<file path="config.mk">
export PLATFORM = sky130hd
export DESIGN_NAME = crb_bank
export DESIGN_NICKNAME = d
export VERILOG_FILES = /design/src/crb_pkg.sv /design/src/crb_bank.sv
export VERILOG_INCLUDE_DIRS = /design/src
export SDC_FILE = /design/constraint.sdc
export NUM_CORES = 1
export LEC_CHECK = 0
export BUFFER_PORTS_ARGS = -buffer_cell sky130_fd_sc_hd__buf_2
export CORE_MARGIN = 2
export CORE_UTILIZATION = 43
export CTS_CLUSTER_DIAMETER = 120
export DETAILED_ROUTE_END_ITERATION = 12
export PLACE_DENSITY_LB_ADDON = 0.1
export SLEW_MARGIN = 20
export SYNTH_ARGS = -nofsm -noshare
export SYNTH_HDL_FRONTEND = slang
export SYNTH_SLANG_ARGS = --single-unit
</file>
<file path="constraint.sdc">
create_clock -name clk_sys -period 3.8 [get_ports clk_sys]
set_input_delay 0.76 -clock clk_sys [delete_from_list [all_inputs] [get_ports clk_sys]]
set_output_delay 0.76 -clock clk_sys [all_outputs]
set_load 0.1 [all_outputs]
</file>
<file path="src/crb_consts.svh">
`ifndef CRB_CONSTS_SVH
`define CRB_CONSTS_SVH

// Paging registers
`define CRB_OFS_PAGE_SELECT           8'h00
`define CRB_OFS_BOOK_SELECT           8'h7f
`define CRB_CONTROL_PAGE              8'h00
`define CRB_CONTROL_BOOK              8'h00

// Reset command register and its fields
`define CRB_OFS_RESET_COMMAND         8'h01
`define CRB_BIT_FULL_CORE_RESET       4
`define CRB_BIT_REGISTER_RESET        0

// Writable registers, in slot order 0..30
`define CRB_OFS_DEVICE_CONTROL_ONE    8'h02
`define CRB_OFS_DEVICE_CONTROL_TWO    8'h03
`define CRB_OFS_PAGE_INCREMENT_CTRL   8'h0f
`define CRB_OFS_SAMPLE_RATE_CONFIG    8'h28
`define CRB_OFS_CLOCK_CHECK_CONTROL   8'h29
`define CRB_OFS_SERIAL_OUT_SELECT     8'h30
`define CRB_OFS_AUDIO_PORT_CONTROL    8'h31
`define CRB_OFS_AUDIO_PORT_CONFIG_1   8'h33
`define CRB_OFS_AUDIO_PORT_CONFIG_2   8'h34
`define CRB_OFS_AUDIO_PORT_CONFIG_3   8'h35
`define CRB_OFS_VOLUME_LEVEL          8'h4c
`define CRB_OFS_VOLUME_RAMP_ONE       8'h4e
`define CRB_OFS_VOLUME_RAMP_TWO       8'h4f
`define CRB_OFS_SILENCE_MUTE_CONTROL  8'h50
`define CRB_OFS_SILENCE_MUTE_DELAY    8'h51
`define CRB_OFS_OUTPUT_STAGE_CONTROL  8'h53
`define CRB_OFS_OUTPUT_GAIN           8'h54
`define CRB_OFS_FILTER_WRITE_CONTROL  8'h5c
`define CRB_OFS_CONVERTER_CONTROL     8'h5d
`define CRB_OFS_ADDRESS_PIN_CONTROL   8'h60
`define CRB_OFS_ADDRESS_PIN_FUNCTION  8'h61
`define CRB_OFS_PROCESSOR_MISC        8'h66
`define CRB_OFS_SWITCHING_PHASE_CTRL  8'h6a
`define CRB_OFS_SPREAD_SPECTRUM_ZERO  8'h6b
`define CRB_OFS_SPREAD_SPECTRUM_FOUR  8'h6f
`define CRB_OFS_PIN_BEHAVIOUR_ONE     8'h74
`define CRB_OFS_PIN_BEHAVIOUR_TWO     8'h75
`define CRB_OFS_MISC_SETTINGS         8'h76

// Read-only status registers
`define CRB_OFS_FRAME_RATE_MONITOR    8'h37
`define CRB_OFS_BIT_CLOCK_MONITOR     8'h38
`define CRB_OFS_CLOCK_CHECK_RESULT    8'h39
`define CRB_OFS_SILICON_IDENTITY      8'h67
`define CRB_OFS_OPERATING_STATE       8'h68
`define CRB_OFS_SILENCE_MUTE_STATE    8'h69
`define CRB_OFS_CHANNEL_FAULT_STATUS  8'h70
`define CRB_OFS_DEVICE_FAULT_ONE      8'h71
`define CRB_OFS_DEVICE_FAULT_TWO      8'h72
`define CRB_OFS_THERMAL_WARNING       8'h73

// Fault acknowledge, a write strobe that reads as zero
`define CRB_OFS_FAULT_ACKNOWLEDGE     8'h78

// Reset values
`define CRB_RV_DEFAULT                8'h00
`define CRB_RV_DEVICE_CONTROL_TWO     8'h10
`define CRB_RV_RESET_COMMAND          8'h00
`define CRB_SLOT_DEVICE_CONTROL_TWO   5'h01

// Length of the full core reset pulse, in clk_sys cycles
`define CRB_CORE_RESET_CYCLES         16

`endif

</file>
<file path="src/crb_pkg.sv">
`default_nettype none

package crb_pkg;

    // Number of writable register slots
    localparam int RW_SLOTS = 31;

    // Byte access from the control-port engine, same clock
    typedef struct packed {
        logic       wr;
        logic       rd;
        logic [7:0] addr;
        logic [7:0] data;
    } crb_req_s;

    // Live status bytes presented by the core for read-only registers
    typedef struct packed {
        logic [7:0] frame_rate_monitor;
        logic [7:0] bit_clock_monitor;
        logic [7:0] clock_check_result;
        logic [7:0] silicon_identity;
        logic [7:0] operating_state;
        logic [7:0] silence_mute_state;
        logic [7:0] channel_fault_status;
        logic [7:0] device_fault_one;
        logic [7:0] device_fault_two;
        logic [7:0] thermal_warning;
    } crb_status_s;

    // Kind of location an offset decodes to
    typedef enum logic [2:0] {
        CRB_LOC_NONE   = 3'b000,
        CRB_LOC_RW     = 3'b001,
        CRB_LOC_RO     = 3'b010,
        CRB_LOC_RESET  = 3'b011,
        CRB_LOC_FAULT  = 3'b100
    } crb_loc_e;

    // Result of decoding one offset
    typedef struct packed {
        crb_loc_e   loc;
        logic [4:0] slot;
    } crb_dec_s;

endpackage

`default_nettype wire

</file>
<file path="src/crb_bank.sv">
`timescale 1ns/10ps
`default_nettype none
`include "crb_consts.svh"

// Operation
// - Decode the control-page register map from offset 01h up to 78h.
// - Writing one to full_core_reset resets the whole core and every register.
// - A full core reset also clears the processor coefficient memory.
// - full_core_reset is write-only and returns to zero by itself.
// - Writing one to the register-reset bit restores every register; self-clearing.
// - A register-only reset leaves coefficient memory untouched.
// - Every register takes its reset value after any reset; reset command resets to zero.
// - Offset 00h selects the page; the register map lives on page zero.
module crb_bank #(
    parameter int CORE_RESET_CYCLES = `CRB_CORE_RESET_CYCLES
) (
    // Clock and reset
    input  wire logic                          clk_sys,
    input  wire logic                          reset_n,
    // Byte access from the control-port engine
    input  wire crb_pkg::crb_req_s             cp_req,
    output var  logic [7:0]                    rd_data_q,
    output var  logic                          rd_ack_q,
    // Live status from the core
    input  wire crb_pkg::crb_status_s          status,
    // Register contents driving the core
    output var  logic [crb_pkg::RW_SLOTS-1:0][7:0] cfg_q,
    output var  logic [7:0]                    page_q,
    output var  logic [7:0]                    book_q,
    // Reset and clear commands to the core
    output var  logic                          core_reset_q,
    output var  logic                          coef_clear_q,
    output var  logic                          fault_ack_q,
    output var  logic [7:0]                    fault_ack_data_q
);

    localparam logic [7:0] CORE_CNT_INIT = 8'(CORE_RESET_CYCLES);

    // Map a page-zero offset to its kind and slot
    function automatic crb_pkg::crb_dec_s decode(input logic [7:0] ofs);
        crb_pkg::crb_dec_s d;
        d.loc  = crb_pkg::CRB_LOC_RW;
        d.slot = 5'h00;
        case (ofs)
            `CRB_OFS_DEVICE_CONTROL_ONE:   d.slot = 5'h00;
            `CRB_OFS_DEVICE_CONTROL_TWO:   d.slot = 5'h01;
            `CRB_OFS_PAGE_INCREMENT_CTRL:  d.slot = 5'h02;
            `CRB_OFS_SAMPLE_RATE_CONFIG:   d.slot = 5'h03;
            `CRB_OFS_CLOCK_CHECK_CONTROL:  d.slot = 5'h04;
            `CRB_OFS_SERIAL_OUT_SELECT:    d.slot = 5'h05;
            `CRB_OFS_AUDIO_PORT_CONTROL:   d.slot = 5'h06;
            `CRB_OFS_AUDIO_PORT_CONFIG_1:  d.slot = 5'h07;
            `CRB_OFS_AUDIO_PORT_CONFIG_2:  d.slot = 5'h08;
            `CRB_OFS_AUDIO_PORT_CONFIG_3:  d.slot = 5'h09;
            `CRB_OFS_VOLUME_LEVEL:         d.slot = 5'h0a;
            `CRB_OFS_VOLUME_RAMP_ONE:      d.slot = 5'h0b;
            `CRB_OFS_VOLUME_RAMP_TWO:      d.slot = 5'h0c;
            `CRB_OFS_SILENCE_MUTE_CONTROL: d.slot = 5'h0d;
            `CRB_OFS_SILENCE_MUTE_DELAY:   d.slot = 5'h0e;
            `CRB_OFS_OUTPUT_STAGE_CONTROL: d.slot = 5'h0f;
            `CRB_OFS_OUTPUT_GAIN:          d.slot = 5'h10;
            `CRB_OFS_FILTER_WRITE_CONTROL: d.slot = 5'h11;
            `CRB_OFS_CONVERTER_CONTROL:    d.slot = 5'h12;
            `CRB_OFS_ADDRESS_PIN_CONTROL:  d.slot = 5'h13;
            `CRB_OFS_ADDRESS_PIN_FUNCTION: d.slot = 5'h14;
            `CRB_OFS_PROCESSOR_MISC:       d.slot = 5'h15;
            `CRB_OFS_SWITCHING_PHASE_CTRL: d.slot = 5'h16;
            `CRB_OFS_PIN_BEHAVIOUR_ONE:    d.slot = 5'h1c;
            `CRB_OFS_PIN_BEHAVIOUR_TWO:    d.slot = 5'h1d;
            `CRB_OFS_MISC_SETTINGS:        d.slot = 5'h1e;
            `CRB_OFS_FRAME_RATE_MONITOR,
            `CRB_OFS_BIT_CLOCK_MONITOR,
            `CRB_OFS_CLOCK_CHECK_RESULT,
            `CRB_OFS_SILICON_IDENTITY,
            `CRB_OFS_OPERATING_STATE,
            `CRB_OFS_SILENCE_MUTE_STATE,
            `CRB_OFS_CHANNEL_FAULT_STATUS,
            `CRB_OFS_DEVICE_FAULT_ONE,
            `CRB_OFS_DEVICE_FAULT_TWO,
            `CRB_OFS_THERMAL_WARNING:      d.loc = crb_pkg::CRB_LOC_RO;
            `CRB_OFS_RESET_COMMAND:        d.loc = crb_pkg::CRB_LOC_RESET;
            `CRB_OFS_FAULT_ACKNOWLEDGE:    d.loc = crb_pkg::CRB_LOC_FAULT;
            default: begin
                // Spread spectrum block is contiguous, 6Bh to 6Fh
                if (ofs >= `CRB_OFS_SPREAD_SPECTRUM_ZERO && ofs <= `CRB_OFS_SPREAD_SPECTRUM_FOUR) begin
                    d.slot = 5'(ofs - `CRB_OFS_SPREAD_SPECTRUM_ZERO) + 5'h17;
                end else begin
                    d.loc = crb_pkg::CRB_LOC_NONE;
                end
            end
        endcase
        return d;
    endfunction

    // Reset value of one writable slot
    function automatic logic [7:0] reset_value(input int slot);
        logic [7:0] v;
        v = `CRB_RV_DEFAULT;
        if (slot == int'(`CRB_SLOT_DEVICE_CONTROL_TWO)) begin
            v = `CRB_RV_DEVICE_CONTROL_TWO;
        end
        return v;
    endfunction

    // Pick the live status byte for a read-only offset
    function automatic logic [7:0] status_byte(input logic [7:0] ofs, input crb_pkg::crb_status_s s);
        logic [7:0] v;
        v = 8'h00;
        case (ofs)
            `CRB_OFS_FRAME_RATE_MONITOR:   v = s.frame_rate_monitor;
            `CRB_OFS_BIT_CLOCK_MONITOR:    v = s.bit_clock_monitor;
            `CRB_OFS_CLOCK_CHECK_RESULT:   v = s.clock_check_result;
            `CRB_OFS_SILICON_IDENTITY:     v = s.silicon_identity;
            `CRB_OFS_OPERATING_STATE:      v = s.operating_state;
            `CRB_OFS_SILENCE_MUTE_STATE:   v = s.silence_mute_state;
            `CRB_OFS_CHANNEL_FAULT_STATUS: v = s.channel_fault_status;
            `CRB_OFS_DEVICE_FAULT_ONE:     v = s.device_fault_one;
            `CRB_OFS_DEVICE_FAULT_TWO:     v = s.device_fault_two;
            `CRB_OFS_THERMAL_WARNING:      v = s.thermal_warning;
            default:                       v = 8'h00;
        endcase
        return v;
    endfunction

    // Decoded access and command strobes
    logic              on_map;
    logic              is_page_sel;
    logic              is_book_sel;
    crb_pkg::crb_dec_s dec;
    logic              wr_ok;
    logic              rd_ok;
    logic              wr_reset_cmd;
    logic              start_core_reset;
    logic              start_reg_reset;
    logic              clear_regs;
    logic [7:0]        core_cnt_q;
    logic [7:0]        core_cnt_d;

    // Access decode; nothing is taken while the core reset runs
    always_comb begin
        on_map       = (page_q == `CRB_CONTROL_PAGE) && (book_q == `CRB_CONTROL_BOOK);
        is_page_sel  = (cp_req.addr == `CRB_OFS_PAGE_SELECT);
        is_book_sel  = (page_q == `CRB_CONTROL_PAGE) && (cp_req.addr == `CRB_OFS_BOOK_SELECT);
        dec          = decode(cp_req.addr);
        wr_ok        = cp_req.wr && !core_reset_q;
        rd_ok        = cp_req.rd && !cp_req.wr && !core_reset_q;
        wr_reset_cmd = wr_ok && on_map && (dec.loc == crb_pkg::CRB_LOC_RESET);
        start_core_reset = wr_reset_cmd && cp_req.data[`CRB_BIT_FULL_CORE_RESET];
        start_reg_reset  = wr_reset_cmd && cp_req.data[`CRB_BIT_REGISTER_RESET];
        clear_regs       = start_core_reset || start_reg_reset || core_reset_q;
    end

    // Full core reset length counter
    always_comb begin
        core_cnt_d = core_cnt_q;
        if (start_core_reset) begin
            core_cnt_d = CORE_CNT_INIT;
        end else if (core_cnt_q != 8'h00) begin
            core_cnt_d = core_cnt_q - 8'h01;
        end
    end

    always_ff @(posedge clk_sys or negedge reset_n) begin
        if (!reset_n) begin
            core_cnt_q <= 8'h00;
        end else begin
            core_cnt_q <= core_cnt_d;
        end
    end

    // Core reset and coefficient clear run together for the whole count
    always_ff @(posedge clk_sys or negedge reset_n) begin
        if (!reset_n) begin
            core_reset_q <= 1'b0;
            coef_clear_q <= 1'b0;
        end else begin
            core_reset_q <= (core_cnt_d != 8'h00);
            coef_clear_q <= (core_cnt_d != 8'h00);
        end
    end

    // Writable register slots
    always_ff @(posedge clk_sys or negedge reset_n) begin
        if (!reset_n) begin
            for (int i = 0; i < crb_pkg::RW_SLOTS; i++) begin
                cfg_q[i] <= reset_value(i);
            end
        end else if (clear_regs) begin
            for (int i = 0; i < crb_pkg::RW_SLOTS; i++) begin
                cfg_q[i] <= reset_value(i);
            end
        end else if (wr_ok && on_map && dec.loc == crb_pkg::CRB_LOC_RW) begin
            cfg_q[dec.slot] <= cp_req.data;
        end
    end

    // Page and book selectors
    always_ff @(posedge clk_sys or negedge reset_n) begin
        if (!reset_n) begin
            page_q <= 8'h00;
            book_q <= 8'h00;
        end else if (clear_regs) begin
            page_q <= 8'h00;
            book_q <= 8'h00;
        end else if (wr_ok && is_page_sel) begin
            page_q <= cp_req.data;
        end else if (wr_ok && is_book_sel) begin
            book_q <= cp_req.data;
        end
    end

    // Fault acknowledge strobe with the written byte
    always_ff @(posedge clk_sys or negedge reset_n) begin
        if (!reset_n) begin
            fault_ack_q      <= 1'b0;
            fault_ack_data_q <= 8'h00;
        end else begin
            fault_ack_q <= wr_ok && on_map && (dec.loc == crb_pkg::CRB_LOC_FAULT);
            if (wr_ok && on_map && dec.loc == crb_pkg::CRB_LOC_FAULT) begin
                fault_ack_data_q <= cp_req.data;
            end
        end
    end

    // Read data, answered one cycle after the request
    always_ff @(posedge clk_sys or negedge reset_n) begin
        if (!reset_n) begin
            rd_data_q <= 8'h00;
            rd_ack_q  <= 1'b0;
        end else begin
            rd_ack_q <= rd_ok;
            if (rd_ok) begin
                if (is_page_sel) begin
                    rd_data_q <= page_q;
                end else if (is_book_sel) begin
                    rd_data_q <= book_q;
                end else if (!on_map) begin
                    rd_data_q <= 8'h00;
                end else begin
                    case (dec.loc)
                        crb_pkg::CRB_LOC_RW:    rd_data_q <= cfg_q[dec.slot];
                        crb_pkg::CRB_LOC_RO:    rd_data_q <= status_byte(cp_req.addr, status);
                        crb_pkg::CRB_LOC_RESET: rd_data_q <= `CRB_RV_RESET_COMMAND;
                        crb_pkg::CRB_LOC_FAULT: rd_data_q <= 8'h00;
                        default:                rd_data_q <= 8'h00;
                    endcase
                end
            end
        end
    end

endmodule

`default_nettype wire

</file>
; ---- Yosys cells after proc, flatten, opt, wreduce, memory -nomap -nowiden
; Cells that the tools add are included.
[totals]
regBits = 291
input_bits = 100
out_inout_bits = 284
elab_cells = 144
[op_classes]
reduce_logical = 31
n_eq_ne = 44
n_lt_le_gt_ge = 4
muxes = 23
n_addsub = 3
[ops]
columns = operator, n
row1 = 2-to-1 mux 248 bit, 2
row2 = bitwise mux 248 bit, 1
row3 = equality test 8 x 7 -> 1 bit (second input constant), 25
row4 = one-hot mux 5 bit (26 select lines), 1
row5 = 2-to-1 mux 8 bit, 12
row6 = equality test 8 x 6 -> 1 bit (second input constant), 10
row7 = one-hot mux 8 bit (10 select lines), 1
row8 = binary-select mux 8 bit (select 5 bit), 1
row9 = demux 8 bit (select 5 bit), 1
row10 = OR reduction 26 bit, 1
row11 = logical NOT 8 bit, 3
row12 = equality test 8 x 2 -> 1 bit (second input constant), 2
row13 = one-hot mux 8 bit (2 select lines), 1
row14 = nonzero test 8 bit, 2
row15 = logical AND 1 bit, 15
row16 = OR reduction 13 bit, 1
row17 = one-hot mux 3 bit (4 select lines), 1
row18 = OR reduction 10 bit, 1
row19 = equality test 8 x 1 -> 1 bit (second input constant), 1
row20 = equality test 8 x 4 -> 1 bit (second input constant), 1
row21 = >= comparator 8 x 7 -> 1 bit (second input constant), 1
row22 = <= comparator 8 x 7 -> 1 bit (second input constant), 1
row23 = subtractor 8 x 1 -> 8 bit (second input constant), 1
row24 = equality test 3 x 2 -> 1 bit (second input constant), 2
row25 = other kinds (13), 17

; ---- Depth between registers and ports, before layout
[logic_depth]
word_depth = 11
depth_mapped = 17
ltp_nobuf = 12

; ---- Worst setup path after synthesis
; Ideal clock, no wire load.
[synth_path]
kind = input to register
from = input port cp_req[10] (netlist bit)
to = register cfg_q[24] (netlist bit)
stages = 14
path_buffers = 3
setup_ps = 132
arrival_ps = 3727
required_ps = 3668
slack_ps = -59
path_cell_list = inv_1 ha_1 clkbuf_1 nand3_1 or4_1 o211ai_1 nor3_1 nor2_2 clkbuf_1 buf_2 nand3_1 nor2_2 mux2i_1 nor2_1
[synth_via]
elab_chain_len = 11
word_cells_on_any_way = 67
classes_between = add/sub (2) / order compare (4) / eq/ne (40) / mux (9) / reduce/logical (12)
[synth_rtl]
columns = item, line
row1 = "start, declared", crb_bank.sv:21  ; input wire crb_pkg::crb_req_s cp_req,
row2 = subtractor 5 x 4 -> 5 bit (no source line) (tied with other cells), n/a
row3 = adder 5 bit or logical AND 1 bit (tied branches), n/a
row4 = 2-to-1 mux 5 bit, crb_bank.sv:85  ; if (ofs >= `CRB_OFS_SPREAD_SPECTRUM_ZERO && ofs <= `CRB_OFS_SPREAD_SPECTRUM_FOUR) begin
row5 = one-hot mux 5 bit (26 select lines), crb_bank.sv:44  ; case (ofs)
row6 = < comparator 5 x 6 -> 1 bit (not written as such) or >= comparator 5 x 1 -> 1 bit (tied branches), crb_bank.sv:193  ; cfg_q[dec.slot] <= cp_req.data;
row7 = logical AND 1 bit (not written as such), crb_bank.sv:193
row8 = 2-to-1 mux 8 bit (not written as such), crb_bank.sv:193
row9 = demux 8 bit (select 5 bit), crb_bank.sv:193
row10 = bitwise mux 248 bit, crb_bank.sv:193
row11 = 2-to-1 mux 248 bit, crb_bank.sv:192  ; end else if (wr_ok && on_map && dec.loc == crb_pkg::CRB_LOC_RW) begin
row12 = 2-to-1 mux 248 bit, crb_bank.sv:188  ; end else if (clear_regs) begin
row13 = "end signal, assigned by index", crb_bank.sv:186  ; cfg_q[i] <= reset_value(i);
row14 = "end signal, assigned by index", crb_bank.sv:190  ; cfg_q[i] <= reset_value(i);
row15 = "end signal, assigned by index", crb_bank.sv:193
row16 = "end, declared", crb_bank.sv:27  ; output var logic [crb_pkg::RW_SLOTS-1:0][7:0] cfg_q,
; Parallel ways exist; a longest one is shown, timed or not. The select of a mux whose other input is x is not followed.
; A chain may end at the register's enable or synchronous reset.

; ---- Worst setup path after layout
[layout_path]
from = input port cp_req[12] (netlist bit)
to = register rd_data_q[1]
[layout_via]
elab_chain_len = 10
word_cells_on_any_way = 62
classes_between = add/sub (2) / order compare (2) / eq/ne (41) / mux (11) / reduce/logical (6)
[layout_rtl]
columns = item, line
row1 = subtractor 5 x 4 -> 5 bit (no source line) (tied with other cells), n/a
row2 = adder 5 bit or logical AND 1 bit (tied branches), n/a
row3 = 2-to-1 mux 5 bit, crb_bank.sv:85
row4 = one-hot mux 5 bit (26 select lines), crb_bank.sv:44
row5 = binary-select mux 8 bit (select 5 bit), crb_bank.sv:241  ; crb_pkg::CRB_LOC_RW: rd_data_q <= cfg_q[dec.slot];
row6 = 2-to-1 mux 8 bit (not written as such), crb_bank.sv:241
row7 = one-hot mux 8 bit (2 select lines), crb_bank.sv:240  ; case (dec.loc)
row8 = 2-to-1 mux 8 bit, crb_bank.sv:237  ; end else if (!on_map) begin
row9 = 2-to-1 mux 8 bit, crb_bank.sv:235  ; end else if (is_book_sel) begin
row10 = 2-to-1 mux 8 bit *, crb_bank.sv:233  ; if (is_page_sel) begin
row11 = "end signal, assigned", crb_bank.sv:234  ; rd_data_q <= page_q;
row12 = "end signal, assigned", crb_bank.sv:236  ; rd_data_q <= book_q;
row13 = "end signal, assigned", crb_bank.sv:241
row14 = "end, declared", crb_bank.sv:22  ; output var logic [7:0] rd_data_q,
; Every way passes the cells marked *; elsewhere a longest branch is shown, timed or not. The select of a mux whose other input is x is not followed.

==> metrics <==
FMAX=276 MHz; drt pass-1 iters=6; CP peak stage delay=540 ps; final hold slack=196 ps; asr flop ratio synth=1.00; clk buf depth=3; layout cells sized above 1=0.298; H-Tree Depth=2; synthesized flop and latch total=291; ANT nets after route=0; max_cap viols=0; top cell type's share of synthesized area=0.462; root buf cell=clkbuf_16; Slew headroom=0.194; top_reg_cell synth=dfrtp_1; Area after DPL=19900 um^2; DP Wirelength=52.0 mm; main combinational cell family by area after synthesis=simple AND/OR/NAND/NOR gates; Seq/Total Area, Yosys=0.463; synth unique cells=82; Detailed Route WL=72.1 mm; die width=195 um; row count=70; DRC viols=0; Util after Layout=0.587; CTS tree=done; Synth area leaders=dfrtp_1, nand2_1, a21oi_1; DR vias=17524; I/O pins=384; outcome=completed; clock-pin transition on the worst setup and hold timing paths=60 ps; critical path cell sequence=buf_2 > buf_4 > and4bb_1 > o211ai_1 > a21o_1 > a31o_1 > a21o_4 > buf_4 > buf_4 > nor2_8 > a221oi_1 > or3_1 > or4_1 > o31ai_2; antenna cells=0; Initial Util=0.433; Slew @ Worst Pin=1210 ps; crit path buf inv count=4; gr usage total=0.373; wire per inst=24.5 um; Lkg Pwr=9.69 nW; largest net degree at the start of global routing=82; worst endpoint required time=4270 ps; first-iteration detailed-routing DRC count=1974; Nets=2554; Synth area leader=dfrtp_1; number of global-route vias before repair=16733; Peak VDD IR=0.371 mV; pwr dens=376 nW/um^2; clock sink total=291; CORE AREA=36300 um^2; GPL Wtd Cong=0.979; Port Buf Inserts=383; syn_nets=2020; WS Path Type=in2reg; Final Max Slew Viols=0; final setup fails=0; kind of start point of the critical path=primary input; simple-gate share of the synthesized area=0.265; full die area=38100 um^2; Tmin final=3630 ps; Worst EP arrival=4090 ps; Adder-Cell Fraction of Synth Area=0.00557; design area=21300 um^2; Min-Delay Path Class=in2async; Synth Area in XOR/XNOR=0.00557; Via density=5.95; critical path's top delay family=simple AND/OR/NAND/NOR gates; Slowest-stage cell, CP=or4_1; Syn. warnings=0; die span in y=195 um; global route overflow=0; mux cell area share after synthesis=0.0641; CP dominant cell by count=buf_4; syn avg cell area=8.21 um^2; crit path max fanout=12; first-pass GRT wire length=107 mm; Layout Skew=18.7 ps; synthesis-to-finish area growth=35.4%; Worst-Skew Late Latency=570 ps; RSZ-0062 raised after global routing=no; final hold vios=0; Final Power=8.01 mW; post-synthesis compound-gate area fraction=0.156; Period Utilization, post-route=0.954; Gate Count Post-Synth=1913; initial antenna violation count=1; Num CTS Buffers=36; Fill cells=3344; Cell Area, Synth=15700 um^2; Worst Setup End Kind=flop; Post-synth EDFFs=0
sequential cells by signal, indices dropped and copies added (netlist names):
signal and count:
page_q 8, book_q 8, fault_ack_data_q 8, coef_clear_q 1
core_cnt_q 8, cfg_q 248, rd_ack_q 1, fault_ack_q 1
rd_data_q 8
synthesized netlist by cell type (all sizes together) (7+ instances only):
cell type	n
o21ai	10
nand4	9
inv	8
nor3	10
mux2i	86
a22o	8
clkbuf	98
or4	10
nand2	590
and3	17
ha	7
nor2	125
nand2b	10
nor4	13
a31oi	23
o22ai	14
a222oi	16
a221oi	10
dfrtp	290
buf	45
a21oi	247
nand3	138
a221o	7
mux2	13
a21o	8
final timing paths:
kind	startpoint	endpoint	slack, ps	cells after the start
worst max register to register	page_q[7]	cfg_q[39]	370	11
worst min register to register	rd_data_q[6]	rd_data_q[6]	510	1
worst min-delay path	reset_n	core_cnt_q[6]	200	1
max in group asynchronous	reset_n	cfg_q[73]	2730	2
min in group clk_sys	rd_data_q[6]	rd_data_q[6]	510	1
worst max-delay path	cp_req[12]	rd_data_q[1]	170	14
routing by layer:
| layer | GRT usage | wire length, um | part of all wire |
|---|---|---|---|
| met1 | 0.503 | 29600 | 0.41 |
| met2 | 0.586 | 32900 | 0.46 |
| met3 | 0.0672 | 6200 | 0.086 |
| met4 | 0.173 | 3410 | 0.047 |
| met5 | 0 | 13 | 0.00018 |
placed cells by master (no fill, tap or decap), types with 5 or more instances in the layout:
master | Yosys | routed
nor4_1 | 8 | 7
a221oi_1 | 10 | 10
a21oi_1 | 246 | 246
clkbuf_1 | 98 | 8
a22o_1 | 8 | 8
buf_2 | 31 | 382
nand2b_1 | 10 | 9
buf_4 | 6 | 229
bufinv_16 | 0 | 5
nand4_1 | 9 | 9
nor2b_1 | 5 | 5
buf_12 | 0 | 27
xnor2_1 | 5 | 5
and3_1 | 16 | 16
a22oi_1 | 6 | 6
dfrtp_1 | 290 | 290
nor3_1 | 10 | 10
nand3_1 | 138 | 138
o22ai_1 | 14 | 12
nor2_1 | 119 | 118
mux2_2 | 10 | 9
a222oi_1 | 16 | 16
mux2i_1 | 86 | 86
a21o_1 | 8 | 7
a221o_1 | 7 | 7
o21ai_0 | 7 | 7
clkbuf_8 | 0 | 8
or4_1 | 10 | 9
a31oi_1 | 23 | 23
inv_1 | 8 | 8
clkbuf_16 | 0 | 36
ha_1 | 7 | 6
nand2_1 | 590 | 590
xor2_1 | 5 | 5
kinds of logic (layout without fill, tap and decap cells):
group	count (synthesis)	after routing
mux	99	99
compound gates	399	399
fa+ha+maj	7	7
buf+inv	151	713
flops	291	291
xor+xnor	10	10
simple gates	956	956
metrics by stage:
step                setup WS, ps  setup TNS, ps  std cells
floorplan                   31.9              0       1913
global placement           -1020         -52060       2875
detailed placement          -979         -56490       2875
CTS                         53.9              0       2941
global route                10.8              0       2943
finish                       174              0       2943
repair_timing:
item,4_1_cts,5_1_grt
setup buffers,0,2
gates resized for setup,3,7
pin swaps,0,1
setup endpoints to repair,1,31
hold buffers,0,0
power by group:
part	switching (mW)	internal [mW]	total, mW
clock	1.46	2.27	3.73
combinational	0.729	0.313	1.04
sequential	0.0751	3.16	3.23
layout make-up:
class,count,area (um^2),area share
flip-flops and latches,291,7280,0.342
clock inverters,14,238,0.0112
repair buffers,639,4190,0.197
clock buffers,52,1040,0.0489
well taps,468,586,0.0275
inverters,8,30.0,0.00141
multi-input cells,1471,7920,0.372
(Power assumes the default switching activity.)
